### src/include/eeprom_autoload_defines.svh
// Constants for the configuration autoload and mode strap block
`ifndef EEPROM_AUTOLOAD_DEFINES_SVH
`define EEPROM_AUTOLOAD_DEFINES_SVH

// System clock period
`define CLK_PERIOD_NS 10
// Serial clock half period, least time, and its cycle count
`define EE_SK_HALF_NS 500
`define EE_SK_HALF_CYC ((`EE_SK_HALF_NS + `CLK_PERIOD_NS - 1) / `CLK_PERIOD_NS)
// Cycles after reset release before the straps are captured
`define STRAP_SETTLE_CYC 3'h4
// Last word address loaded, original and later variant
`define EE_LAST_V1 5'h1A
`define EE_LAST_V2 5'h1B
// Word holding the second configuration register and its activation bit
`define ISA_CFG2_IDX 5'h09
`define ACT_BIT 9
// Read command: start bit and read opcode
`define EE_CMD_READ 3'h6
// Frame layout: command bits, first data bit, last bit
`define EE_CMD_BITS 5'h09
`define EE_DATA_FIRST 5'h0A
`define EE_LAST_BIT 5'h19
// Byte sum of all loaded words that marks a good image
`define EE_CKSUM_OK 8'hFF
// Register default shown when nothing valid was loaded
`define CFG_DEFAULT 16'h0000

`endif

### src/include/eeprom_autoload_pkg.sv
// Types for the configuration autoload and mode strap block
package eeprom_autoload_pkg;

	typedef enum logic [2:0] {
		LD_STRAP,
		LD_FRAME,
		LD_GAP,
		LD_CHECK,
		LD_DONE
	} load_st_t;

endpackage : eeprom_autoload_pkg

### src/rtl/cfg_shadow_mem.sv
// Shadow storage for configuration words loaded from the serial EEPROM
`timescale 1ns/1ps

module cfg_shadow_mem (
	// Clock and reset
	input wire logic clk_sys,
	input wire logic rst_b,
	// Write port
	input wire logic wr_en,
	input wire logic [4:0] wr_addr,
	input wire logic [15:0] wr_data,
	// Read port
	input wire logic [4:0] rd_addr,
	output logic [15:0] rd_data_q
);

	logic [15:0] mem [0:31];

	always_ff @(posedge clk_sys)
	begin
		if (wr_en)
			mem[wr_addr] <= wr_data;
	end

	always_ff @(posedge clk_sys or negedge rst_b)
	begin
		if (!rst_b)
			rd_data_q <= 16'h0000;
		else
			rd_data_q <= mem[rd_addr];
	end

endmodule : cfg_shadow_mem

### src/rtl/eeprom_autoload_mode_strap.sv
// Power-up mode strap capture and serial EEPROM configuration autoload
`timescale 1ns/1ps
`include "eeprom_autoload_defines.svh"

module eeprom_autoload_mode_strap #(
	parameter bit LATER_VARIANT = 1'b1
) (
	// Clock and reset
	input wire logic clk_sys,
	input wire logic rst_b,
	// Dual-purpose mode pin
	input wire logic shared_mem_select_n_in,
	output logic shared_mem_select_n_out,
	output logic shared_mem_select_n_oe,
	// Bus ownership from the master engine
	input wire logic bus_owner,
	// EEPROM presence strap
	input wire logic eeprom_present_strap,
	// Serial EEPROM
	output logic ee_cs,
	output logic ee_sk,
	output logic ee_di,
	input wire logic ee_do,
	// Configuration read port
	input wire logic [4:0] cfg_rd_addr,
	output logic [15:0] cfg_rd_data,
	// Status
	output logic master_mode,
	output logic load_busy,
	output logic load_done,
	output logic load_ok,
	output logic checksum_err,
	output logic device_active
);
	localparam logic [6:0] HALF_LAST = 7'(`EE_SK_HALF_CYC - 1);
	eeprom_autoload_pkg::load_st_t st_q, st_d;
	logic [2:0] pin_raw;
	logic [2:0] filt_q;
	logic [2:0] settle_q;
	logic strap_done_q, strap_master_q, strap_present_q;
	logic [6:0] half_q;
	logic sk_q, cs_q, di_q;
	logic [4:0] bit_q;
	logic [4:0] addr_q;
	logic [15:0] shift_q;
	logic [7:0] sum_q;
	logic act_q, done_q, ok_q, own_q;
	logic [15:0] mem_rd;
	logic [15:0] rd_q;
	wire tick = (half_q == HALF_LAST);
	wire [4:0] last_addr = LATER_VARIANT ? `EE_LAST_V2 : `EE_LAST_V1;
	wire [8:0] cmd_bits = {`EE_CMD_READ, 1'b0, addr_q};
	wire [8:0] cmd_sh = cmd_bits << bit_q;
	wire next_di = (bit_q < `EE_CMD_BITS) ? cmd_sh[8] : 1'b0;
	wire fall = (st_q == eeprom_autoload_pkg::LD_FRAME) && tick && sk_q;
	wire wr_en = (st_q == eeprom_autoload_pkg::LD_GAP) && tick;
	wire [7:0] sum_d = sum_q + shift_q[15:8] + shift_q[7:0];
	wire mode_filt = filt_q[0];
	wire present_filt = filt_q[1];
	wire do_filt = filt_q[2];
	assign pin_raw = {ee_do, eeprom_present_strap, shared_mem_select_n_in};
	// Three-stage synchronisers, value taken once stages two and three agree
	for (genvar gi = 0; gi < 3; gi++)
	begin : g_sync
		logic s1_q, s2_q, s3_q, f_q;
		assign filt_q[gi] = f_q;
		always_ff @(posedge clk_sys or negedge rst_b)
		begin
			if (!rst_b)
			begin
				s1_q <= 1'b0;
				s2_q <= 1'b0;
				s3_q <= 1'b0;
				f_q <= 1'b0;
			end
			else
			begin
				s1_q <= pin_raw[gi];
				s2_q <= s1_q;
				s3_q <= s2_q;
				if (s2_q == s3_q)
					f_q <= s3_q;
			end
		end
	end
	always_ff @(posedge clk_sys or negedge rst_b)
	begin
		if (!rst_b)
		begin
			settle_q <= 3'h0;
			strap_done_q <= 1'b0;
			strap_master_q <= 1'b0;
			strap_present_q <= 1'b0;
		end
		else if (!strap_done_q)
		begin
			settle_q <= settle_q + 3'h1;
			if (settle_q == `STRAP_SETTLE_CYC)
			begin
				strap_done_q <= 1'b1;
				strap_master_q <= mode_filt;
				strap_present_q <= present_filt;
			end
		end
	end

	always_comb
	begin
		st_d = st_q;
		case (st_q)
			eeprom_autoload_pkg::LD_STRAP:
				if (strap_done_q)
					st_d = strap_present_q ? eeprom_autoload_pkg::LD_FRAME
						: eeprom_autoload_pkg::LD_DONE;
			eeprom_autoload_pkg::LD_FRAME:
				if (fall && bit_q == `EE_LAST_BIT)
					st_d = eeprom_autoload_pkg::LD_GAP;
			eeprom_autoload_pkg::LD_GAP:
				if (tick)
					st_d = (addr_q == last_addr) ? eeprom_autoload_pkg::LD_CHECK
						: eeprom_autoload_pkg::LD_FRAME;
			eeprom_autoload_pkg::LD_CHECK:
				st_d = eeprom_autoload_pkg::LD_DONE;
			eeprom_autoload_pkg::LD_DONE:
				st_d = eeprom_autoload_pkg::LD_DONE;
			default:
				st_d = eeprom_autoload_pkg::LD_STRAP;
		endcase
	end

	always_ff @(posedge clk_sys or negedge rst_b)
	begin
		if (!rst_b)
			st_q <= eeprom_autoload_pkg::LD_STRAP;
		else
			st_q <= st_d;
	end

	// Serial clock and frame bit counter
	always_ff @(posedge clk_sys or negedge rst_b)
	begin
		if (!rst_b)
		begin
			half_q <= 7'h00;
			sk_q <= 1'b0;
			bit_q <= 5'h00;
			shift_q <= 16'h0000;
		end
		else
		begin
			half_q <= tick ? 7'h00 : half_q + 7'h01;
			if (st_q == eeprom_autoload_pkg::LD_FRAME && tick)
				sk_q <= !sk_q;
			if (fall && bit_q >= `EE_DATA_FIRST)
				shift_q <= {shift_q[14:0], do_filt};
			if (fall)
				bit_q <= (bit_q == `EE_LAST_BIT) ? 5'h00 : bit_q + 5'h01;
		end
	end

	// Pin drivers and word accumulation
	always_ff @(posedge clk_sys or negedge rst_b)
	begin
		if (!rst_b)
		begin
			cs_q <= 1'b0;
			di_q <= 1'b0;
			addr_q <= 5'h00;
			sum_q <= 8'h00;
			act_q <= 1'b0;
			done_q <= 1'b0;
			ok_q <= 1'b0;
		end
		else
		begin
			cs_q <= (st_q == eeprom_autoload_pkg::LD_FRAME);
			di_q <= (st_q == eeprom_autoload_pkg::LD_FRAME) && next_di;
			if (wr_en)
			begin
				sum_q <= sum_d;
				addr_q <= addr_q + 5'h01;
				if (addr_q == `ISA_CFG2_IDX)
					act_q <= shift_q[`ACT_BIT];
			end
			if (st_q == eeprom_autoload_pkg::LD_CHECK)
				ok_q <= (sum_q == `EE_CKSUM_OK);
			if (st_d == eeprom_autoload_pkg::LD_DONE)
				done_q <= 1'b1;
		end
	end

	cfg_shadow_mem u_mem (
		.clk_sys(clk_sys),
		.rst_b(rst_b),
		.wr_en(wr_en),
		.wr_addr(addr_q),
		.wr_data(shift_q),
		.rd_addr(cfg_rd_addr),
		.rd_data_q(mem_rd)
	);

	always_ff @(posedge clk_sys or negedge rst_b)
	begin
		if (!rst_b)
		begin
			rd_q <= `CFG_DEFAULT;
			own_q <= 1'b0;
		end
		else
		begin
			rd_q <= ok_q ? mem_rd : `CFG_DEFAULT;
			own_q <= bus_owner && strap_master_q;
		end
	end

	assign cfg_rd_data = rd_q;
	assign ee_cs = cs_q;
	assign ee_sk = sk_q;
	assign ee_di = di_q;
	assign master_mode = strap_master_q;
	assign shared_mem_select_n_oe = strap_done_q && strap_master_q;
	assign shared_mem_select_n_out = !own_q;
	assign load_busy = strap_done_q && !done_q;
	assign load_done = done_q;
	assign load_ok = ok_q;
	assign checksum_err = done_q && strap_present_q && !ok_q;
	assign device_active = ok_q && act_q;
endmodule : eeprom_autoload_mode_strap

### config.mk
export PLATFORM = sky130hd
export DESIGN_NAME = eeprom_autoload_mode_strap
export DESIGN_NICKNAME = d
export VERILOG_FILES = /design/src/include/eeprom_autoload_pkg.sv /design/src/rtl/cfg_shadow_mem.sv /design/src/rtl/eeprom_autoload_mode_strap.sv
export VERILOG_INCLUDE_DIRS = /design/src /design/src/include
export SDC_FILE = /design/constraint.sdc
export NUM_CORES = 1
export LEC_CHECK = 0
export BUFFER_PORTS_ARGS = -buffer_cell sky130_fd_sc_hd__buf_2
export CAP_MARGIN = 10
export CORE_AREA = 2 2 202 204
export CTS_CLUSTER_SIZE = 8
export DETAILED_ROUTE_END_ITERATION = 10
export DIE_AREA = 0 0 204 206
export PLACE_DENSITY = 0.77
export SYNTH_ARGS = -nofsm -noshare
export SYNTH_HDL_FRONTEND = slang
export SYNTH_SLANG_ARGS = --single-unit
### constraint.sdc
create_clock -name clk_sys -period 3.9 [get_ports clk_sys]
set_input_delay 0.195 -clock clk_sys [delete_from_list [all_inputs] [get_ports clk_sys]]
set_output_delay 0.195 -clock clk_sys [all_outputs]
set_load 0.005 [all_outputs]
# Word level (Yosys, flattened, before mapping)
# Memories as Yosys holds them, arrays and structs flattened. A register that Yosys moved wholly into a read port is not among the register bits.
# Index checks and enable logic that the tools add are counted.
[totals]
reg_bits = 85
mem_bits_rw = 512
out_inout_bits = 27
word_cells = 90
n_memories = 1
[mem_list]
columns = ["memory", "depth", "word_bits", "read_ports", "rd_ports_with_merged_regs", "wr", "line_no", "rtl"]
rows = [
  ["u_mem.mem", 32, 16, 1, 1, 1, "cfg_shadow_mem.sv:17", "logic [15:0] mem [0:31];"],
]
[classes]
add_sub_neg = 6
magnitude_cmp = 2
n_eq_ne = 14
n_shift = 1
mux = 14
n_bitwise = 1
reduce_logical = 21
[ops]
columns = ["op", "count"]
rows = [
  ["$add A8 B8 Y8", 2],
  ["$mux W16", 1],
  ["$logic_and A1 B1 Y1", 12],
  ["$mux W3", 4],
  ["$pmux W3 S4", 1],
  ["$add A5 B1 Y5 const B", 2],
  ["$eq A5 B5 Y1 const B", 2],
  ["$eq A3 B3 Y1 const B", 3],
  ["$shl A9 B5 Y9", 1],
  ["$eq A8 B8 Y1 const B", 1],
  ["$add A7 B1 Y7 const B", 1],
  ["$eq A7 B6 Y1 const B", 1],
  ["$mux W7", 1],
  ["$eq A3 B2 Y1 const B", 2],
  ["$eq A5 B4 Y1 const B", 1],
  ["$ge A5 B4 Y1 const B", 1],
  ["$logic_not A1 Y1", 5],
  ["$lt A5 B4 Y1 const B", 1],
  ["$mux W1", 5],
  ["$mux W5", 1],
  ["$reduce_and A2 Y1", 2],
  ["$add A3 B1 Y3 const B", 1],
  ["$eq A1 B1 Y1", 3],
  ["$eq A3 B1 Y1 const B", 1],
  ["4 further kinds", 4],
]

# Depth between registers and ports, before layout
[logic_depth]
word_depth = 7
ltp_mapped = 11
depth_no_buf = 11

# Hierarchy
# From an unflattened synthesis, not the netlist that was laid out.
[hier_totals]
hier_cells = 1446
area_unflattened_um2 = 24384.6
[by_module_without_submodules]
columns = ["module", "instances", "cells_per_inst", "area_each_um2", "seq_area_each_um2"]
rows = [
  ["cfg_shadow_mem", 1, 1143, 20614.8, 15775.1],
  ["eeprom_autoload_mode_strap", 1, 303, 3769.9, 2127.0],
]

# Least setup slack after synthesis
# OpenSTA, ideal clock, no wires.
[synth_timing]
path_type = "register to register"
start = "register half_q[1]"
end = "memory u_mem.mem[31][0] (enable)"
arrival_ns = 2.383
setup_slack_ns = 1.128
stages_incl_launch_ff = 8
n_path_buf = 1
period_less_slack_ns = 2.772
path_cell_list = "dfrtp_1 inv_1 ha_1 or4b_4 nor3_1 buf_2 nand2_1 nor2_1"
[synth_via]
elab_chain_len = 4
[synth_lines]
columns = ["item", "line_no", "rtl"]
rows = [
  ["start, declared", "eeprom_autoload_mode_strap.sv:41", "logic [6:0] half_q;"],
  ["start signal, assigned", "eeprom_autoload_mode_strap.sv:151", "half_q <= tick ? 7'h00 : half_q + 7'h01;"],
  ["$eq A7 B6 Y1", "eeprom_autoload_mode_strap.sv:50", "wire tick = (half_q == HALF_LAST);"],
  ["$logic_and A1 B1 Y1", "eeprom_autoload_mode_strap.sv:56", "wire wr_en = (st_q == eeprom_autoload_pkg::LD_GAP) && tick;"],
  ["$mux W1", "cfg_shadow_mem.sv:21", "if (wr_en)"],
  ["$mux W1 (implied by the code)", "cfg_shadow_mem.sv:22", "mem[wr_addr] <= wr_data;"],
  ["end, declared", "cfg_shadow_mem.sv:17", ""],
]
# Every way passes these cells.

# Worst setup path in the final report
[layout_timing]
start = "register shift_q[10]"
end = "register sum_q[6]"
[layout_via]
elab_chain_len = 2
[layout_lines]
columns = ["item", "line_no", "rtl"]
rows = [
  ["start, declared", "eeprom_autoload_mode_strap.sv:45", "logic [15:0] shift_q;"],
  ["start signal, assigned", "eeprom_autoload_mode_strap.sv:155", "shift_q <= {shift_q[14:0], do_filt};"],
  ["$add A8 B8 Y8 (2 in series)", "eeprom_autoload_mode_strap.sv:57", "wire [7:0] sum_d = sum_q + shift_q[15:8] + shift_q[7:0];"],
  ["end signal, assigned", "eeprom_autoload_mode_strap.sv:180", "sum_q <= sum_d;"],
  ["end, declared", "eeprom_autoload_mode_strap.sv:46", "logic [7:0] sum_q;"],
]
# Every way passes these cells.
# A chain may end at the register's enable or synchronous reset.

==> flow_results.xml <==
<?xml version="1.0" encoding="UTF-8"?>
<metrics>
  <group name="yosys">
    <metric name="synth_async_sr_flop_share" unit="">0.165</metric>
    <metric name="synth_area_per_cell" unit="um^2">21.7</metric>
    <metric name="synth_fp_nets" unit="">1131</metric>
    <metric name="yosysTopAreaCellShare" unit="">0.648</metric>
    <metric name="synth_edf_count" unit="">512</metric>
    <metric name="postSynthCellCount" unit="">1095</metric>
    <metric name="synth-warning-count" unit="">0</metric>
    <metric name="mappedNetlistArea" unit="um^2">23700</metric>
    <metric name="synth_sequential_area_ratio" unit="">0.755</metric>
    <metric name="synth_ff_type" unit="">edfxtp_1</metric>
    <metric name="synth_cell_type_count" unit="">49</metric>
    <metric name="synth.area.top_cells" unit="">edfxtp_1 65%, mux4_2 15%, dfrtp_1 11%</metric>
    <metric name="yosys_register_bits" unit="">613</metric>
    <metric name="leading_area_contributor_after_synthesis" unit="">edfxtp_1</metric>
  </group>
  <group name="worst_setup_path">
    <metric name="critPathKind" unit="">reg -&gt; reg</metric>
    <metric name="worstReg2RegEnd" unit="">sum_q[6]</metric>
    <metric name="worstPathArrival" unit="ns">3.58</metric>
    <metric name="reg2reg_setup_slack" unit="ns">0.77</metric>
    <metric name="cp_slowest_stage_delay" unit="ns">1.16</metric>
    <metric name="setup.worst_path.end" unit="">sum_q[6]</metric>
    <metric name="worst_path_max_delay_cell" unit="">dfrtp_1</metric>
    <metric name="setup.worst_path.start" unit="">shift_q[10]</metric>
    <metric name="crit_chain" unit="">fa_1 &gt; ha_1 &gt; a211oi_1 &gt; o21bai_1 &gt; a21oi_1 &gt; xor2_1 &gt; o21ai_0</metric>
    <metric name="crit_family" unit="">flip-flops</metric>
    <metric name="timing.reg2reg.worst_path_depth" unit="">7</metric>
    <metric name="timing.critical_path.required" unit="ns">4.35</metric>
    <metric name="cp.depth" unit="">7</metric>
    <metric name="crit_path_max_fanout" unit="">35</metric>
    <metric name="worstReg2RegStart" unit="">shift_q[10]</metric>
    <metric name="crit_buf_inv" unit="">0</metric>
    <metric name="endpoint_kind" unit="">flop</metric>
    <metric name="setup.worst_path.start_class" unit="">flop</metric>
  </group>
  <group name="timing">
    <metric name="setup_tns" unit="ns">0</metric>
    <metric name="clock.fmax" unit="GHz">0.320</metric>
    <metric name="timing_hold_violations_final" unit="">0</metric>
    <metric name="drv_slew" unit="">0</metric>
    <metric name="worst_slack" unit="ns">0.774</metric>
    <metric name="setup_repair_after_global_routing_missed_its_margin" unit="">no</metric>
    <metric name="finClkSkew" unit="ns">0.0266</metric>
    <metric name="final_min_period_over_clock_period" unit="">0.802</metric>
    <metric name="tightestPinTransition" unit="ns">1.24</metric>
    <metric name="period_minus_slack" unit="ns">3.13</metric>
    <metric name="max_slew_margin" unit="">0.174</metric>
    <metric name="setup_viol_count_final" unit="">0</metric>
  </group>
  <group name="power">
    <metric name="cellInternalPower" unit="mW">11.2</metric>
    <metric name="power_density" unit="nW/um^2">512</metric>
    <metric name="share_of_total_power_in_combinational_logic" unit="">0.015</metric>
    <metric name="switchingPower" unit="mW">2.75</metric>
    <metric name="vdd.ir_drop.worst" unit="V">0.000353</metric>
    <metric name="pwr-share-clk" unit="">0.480</metric>
    <metric name="power.share.sequential" unit="">0.504</metric>
    <metric name="switching_share" unit="">0.197</metric>
    <metric name="total_leakage_power" unit="nW">7.92</metric>
  </group>
  <group name="grt">
    <metric name="grt_remaining_overflow" unit="">0</metric>
    <metric name="grtUsageTotal" unit="">0.261</metric>
    <metric name="first_pass_grt_wire_length" unit="um">77600</metric>
    <metric name="maximum_number_of_pins_on_one_net_before_global_route_repair" unit="">72</metric>
    <metric name="initial_antenna_violation_count" unit="">0</metric>
    <metric name="first_global_vias" unit="">12000</metric>
  </group>
  <group name="route">
    <metric name="drt-wirelength-per-cell" unit="um">29.0</metric>
    <metric name="drc_errors" unit="">0</metric>
    <metric name="routed_via_density" unit="">6.35</metric>
    <metric name="detail_route.first_pass.iterations" unit="">5</metric>
    <metric name="drt-initial-drc-count" unit="">1214</metric>
    <metric name="routed_wl" unit="um">52300</metric>
    <metric name="num_vias" unit="">11500</metric>
    <metric name="antenna_violating_nets_left" unit="">0</metric>
  </group>
  <group name="clocking">
    <metric name="worst_skew_pair.late_latency" unit="ns">0.61</metric>
    <metric name="post-cts-setup-buffer-count" unit="">0</metric>
    <metric name="clk_path_buf_depth" unit="">3</metric>
    <metric name="htree_num_levels" unit="">3</metric>
    <metric name="cts_buffers" unit="">86</metric>
    <metric name="clkSlewWorstSetupHoldPaths" unit="ns">0.05</metric>
    <metric name="tritoncts" unit="">yes</metric>
    <metric name="root_buffer_cell" unit="">clkbuf_16</metric>
    <metric name="cts_sinks" unit="">613</metric>
    <metric name="post_cts_resize_count" unit="">0</metric>
  </group>
  <group name="place">
    <metric name="port_buffers" unit="">37</metric>
    <metric name="dp_slack" unit="ns">0.886</metric>
    <metric name="gpl.final_weighted_congestion" unit="">0.776</metric>
    <metric name="dp.final_hpwl" unit="um">26600</metric>
  </group>
  <group name="die">
    <metric name="die_x" unit="um">204</metric>
    <metric name="die_area" unit="um^2">42000</metric>
    <metric name="num_io_pins" unit="">38</metric>
    <metric name="rows" unit="">74</metric>
    <metric name="die_height" unit="um">206</metric>
    <metric name="core_area" unit="um^2">40200</metric>
    <metric name="effective_utilization_at_floorplan" unit="">0.590</metric>
  </group>
  <group name="finish">
    <metric name="area.sequential" unit="um^2">17900</metric>
    <metric name="syn_to_final_growth" unit="%">14.9</metric>
    <metric name="post_route_cells_drive_above_1_share" unit="">0.303</metric>
    <metric name="nFillCells" unit="">2451</metric>
    <metric name="nNetsFinal" unit="">1261</metric>
    <metric name="multi_input_area" unit="um^2">5510</metric>
    <metric name="antenna-diode-count" unit="">0</metric>
  </group>
  <group name="flow_run">
    <metric name="max-cap-violations" unit="">0</metric>
  </group>
  <group name="worst_hold_path">
    <metric name="min_path_type" unit="">in -&gt; reg</metric>
  </group>
  <group name="run_status">
    <metric name="result_of_the_run" unit="">finished, final reports clean</metric>
  </group>
</metrics>
[worst register-to-register path, cell delays in order (launching register included)]
cell and delay (ns):
dfrtp_1 1.16, fa_1 0.62, ha_1 0.32, a211oi_1 0.30, o21bai_1 0.14, a21oi_1 0.19
xor2_1 0.16, o21ai_0 0.10
[registers in the layout, indices dropped and copies added, names as in the netlist, 2 cells and up]
signal           flops
u_mem.mem          512
cfg_rd_data         16
shift_q             16
u_mem.rd_data_q     16
sum_q                8
half_q               7
addr_q               5
bit_q                5
g_sync.s1_q          3
g_sync.s2_q          3
g_sync.s3_q          3
settle_q             3
st_q                 3
g_sync.f_q           2
[cell type report]
type | instances | area share
flip-flops and latches | 613 | 0.657
multi-input cells | 412 | 0.202
clock buffers | 129 | 0.0857
well taps | 532 | 0.0244
repair buffers | 92 | 0.0238
clock inverters | 7 | 0.00372
inverters | 20 | 0.00276
[power groups by stage]
stage / logic [mW] / registers [mW] / clock network, mW
3_5_place_dp: 0.216 / 7.16 / 0
4_1_cts: 0.220 / 7.04 / 6.79
2_1_floorplan: 0.143 / 7.16 / 0
5_1_grt: 0.233 / 7.03 / 7.08
3_3_place_gp: 0.216 / 7.16 / 0
6_report: 0.215 / 7.04 / 6.70
[cells by family (layout without fill, tap and decap cells)]
| logic type | Yosys count | count (layout) | share of synthesized area |
|---|---|---|---|
| AOI/OAI and AO/OA | 42 | 42 | 0.0107 |
| and+or+nand+nor | 129 | 129 | 0.0284 |
| xor gates and xnor gates | 16 | 16 | 0.00591 |
| muxes | 197 | 197 | 0.170 |
| buffers and inverters | 70 | 248 | 0.0126 |
| DFF | 613 | 613 | 0.755 |
| adders and majority gates | 28 | 28 | 0.0170 |
[through the flow]
step,instance area (um^2),power [mW],hold WS (ns),instances,utilization
4_1_cts,27200,14.1,0.161,1805,0.678
3_3_place_gp,24800,7.37,0.307,1664,0.616
2_1_floorplan,23700,7.30,-0.101,1095,-
3_5_place_dp,24800,7.37,0.307,1664,0.616
5_1_grt,27200,14.3,0.194,1805,0.678
6_report,27200,14.0,0.197,1805,0.678
[cell usage in the layout (no fill, tap or decap), drive strengths merged, types with 5 or more instances in the layout]
| cell | count |
|---|---|
| inv | 22 |
| xor2 | 5 |
| clkinv | 5 |
| fa | 8 |
| buf | 86 |
| mux2 | 35 |
| dlygate4sd3 | 5 |
| xnor2 | 11 |
| o21ai | 20 |
| nand2 | 25 |
| edfxtp | 512 |
| dfrtp | 101 |
| nand3 | 7 |
| and2 | 21 |
| ha | 17 |
| clkbuf | 130 |
| nor2 | 45 |
| mux4 | 160 |
[cell usage after synthesis, types with 2 or more instances]
library cell,number
nand4_1,3
mux2_4,6
xor2_1,5
edfxtp_1,512
and4b_1,2
inv_1,20
a21o_1,4
clkbuf_1,33
nand4b_1,2
buf_1,2
o21ai_0,20
buf_2,13
maj3_1,3
mux2_2,29
nand3_1,7
or3b_2,3
mux4_2,160
mux2i_1,2
nand2_1,25
ha_1,17
a21oi_1,3
o31ai_1,4
o22ai_1,3
or2_2,3
fa_1,8
xnor2_1,11
nor2_1,44
dfrtp_1,101
nor3_1,2
a211oi_1,3
and2_1,21
or3_1,3
nand3b_1,4
nor2b_1,2
[repair_timing]
action / 4_1_cts / 5_1_grt
hold endpoints to repair: 74 / 0
hold buffers: 5 / 0
setup endpoints to repair: 0 / 0
[worst min-delay path by stage]
stage | end | from | cells past startpoint
global route | u_mem.rd_data_q[2] | cfg_rd_addr[3] | 2
detailed placement | g_sync[2].s1_q | ee_do | 1
CTS | u_mem.rd_data_q[13] | cfg_rd_addr[3] | 2
floorplan | act_q | rst_b | 0
finish | u_mem.rd_data_q[0] | cfg_rd_addr[3] | 2
global placement | g_sync[1].s1_q | eeprom_present_strap | 1
[per-layer routing]
layer	vias to the layer above	part of all wire	global-route usage
met5	-	0	0
met4	0	0.035	0.108
met3	104	0.084	0.0520
met2	614	0.50	0.420
met1	6049	0.38	0.358
li1	4698	-	-
Note: power is estimated with default switching activity, not from simulation.
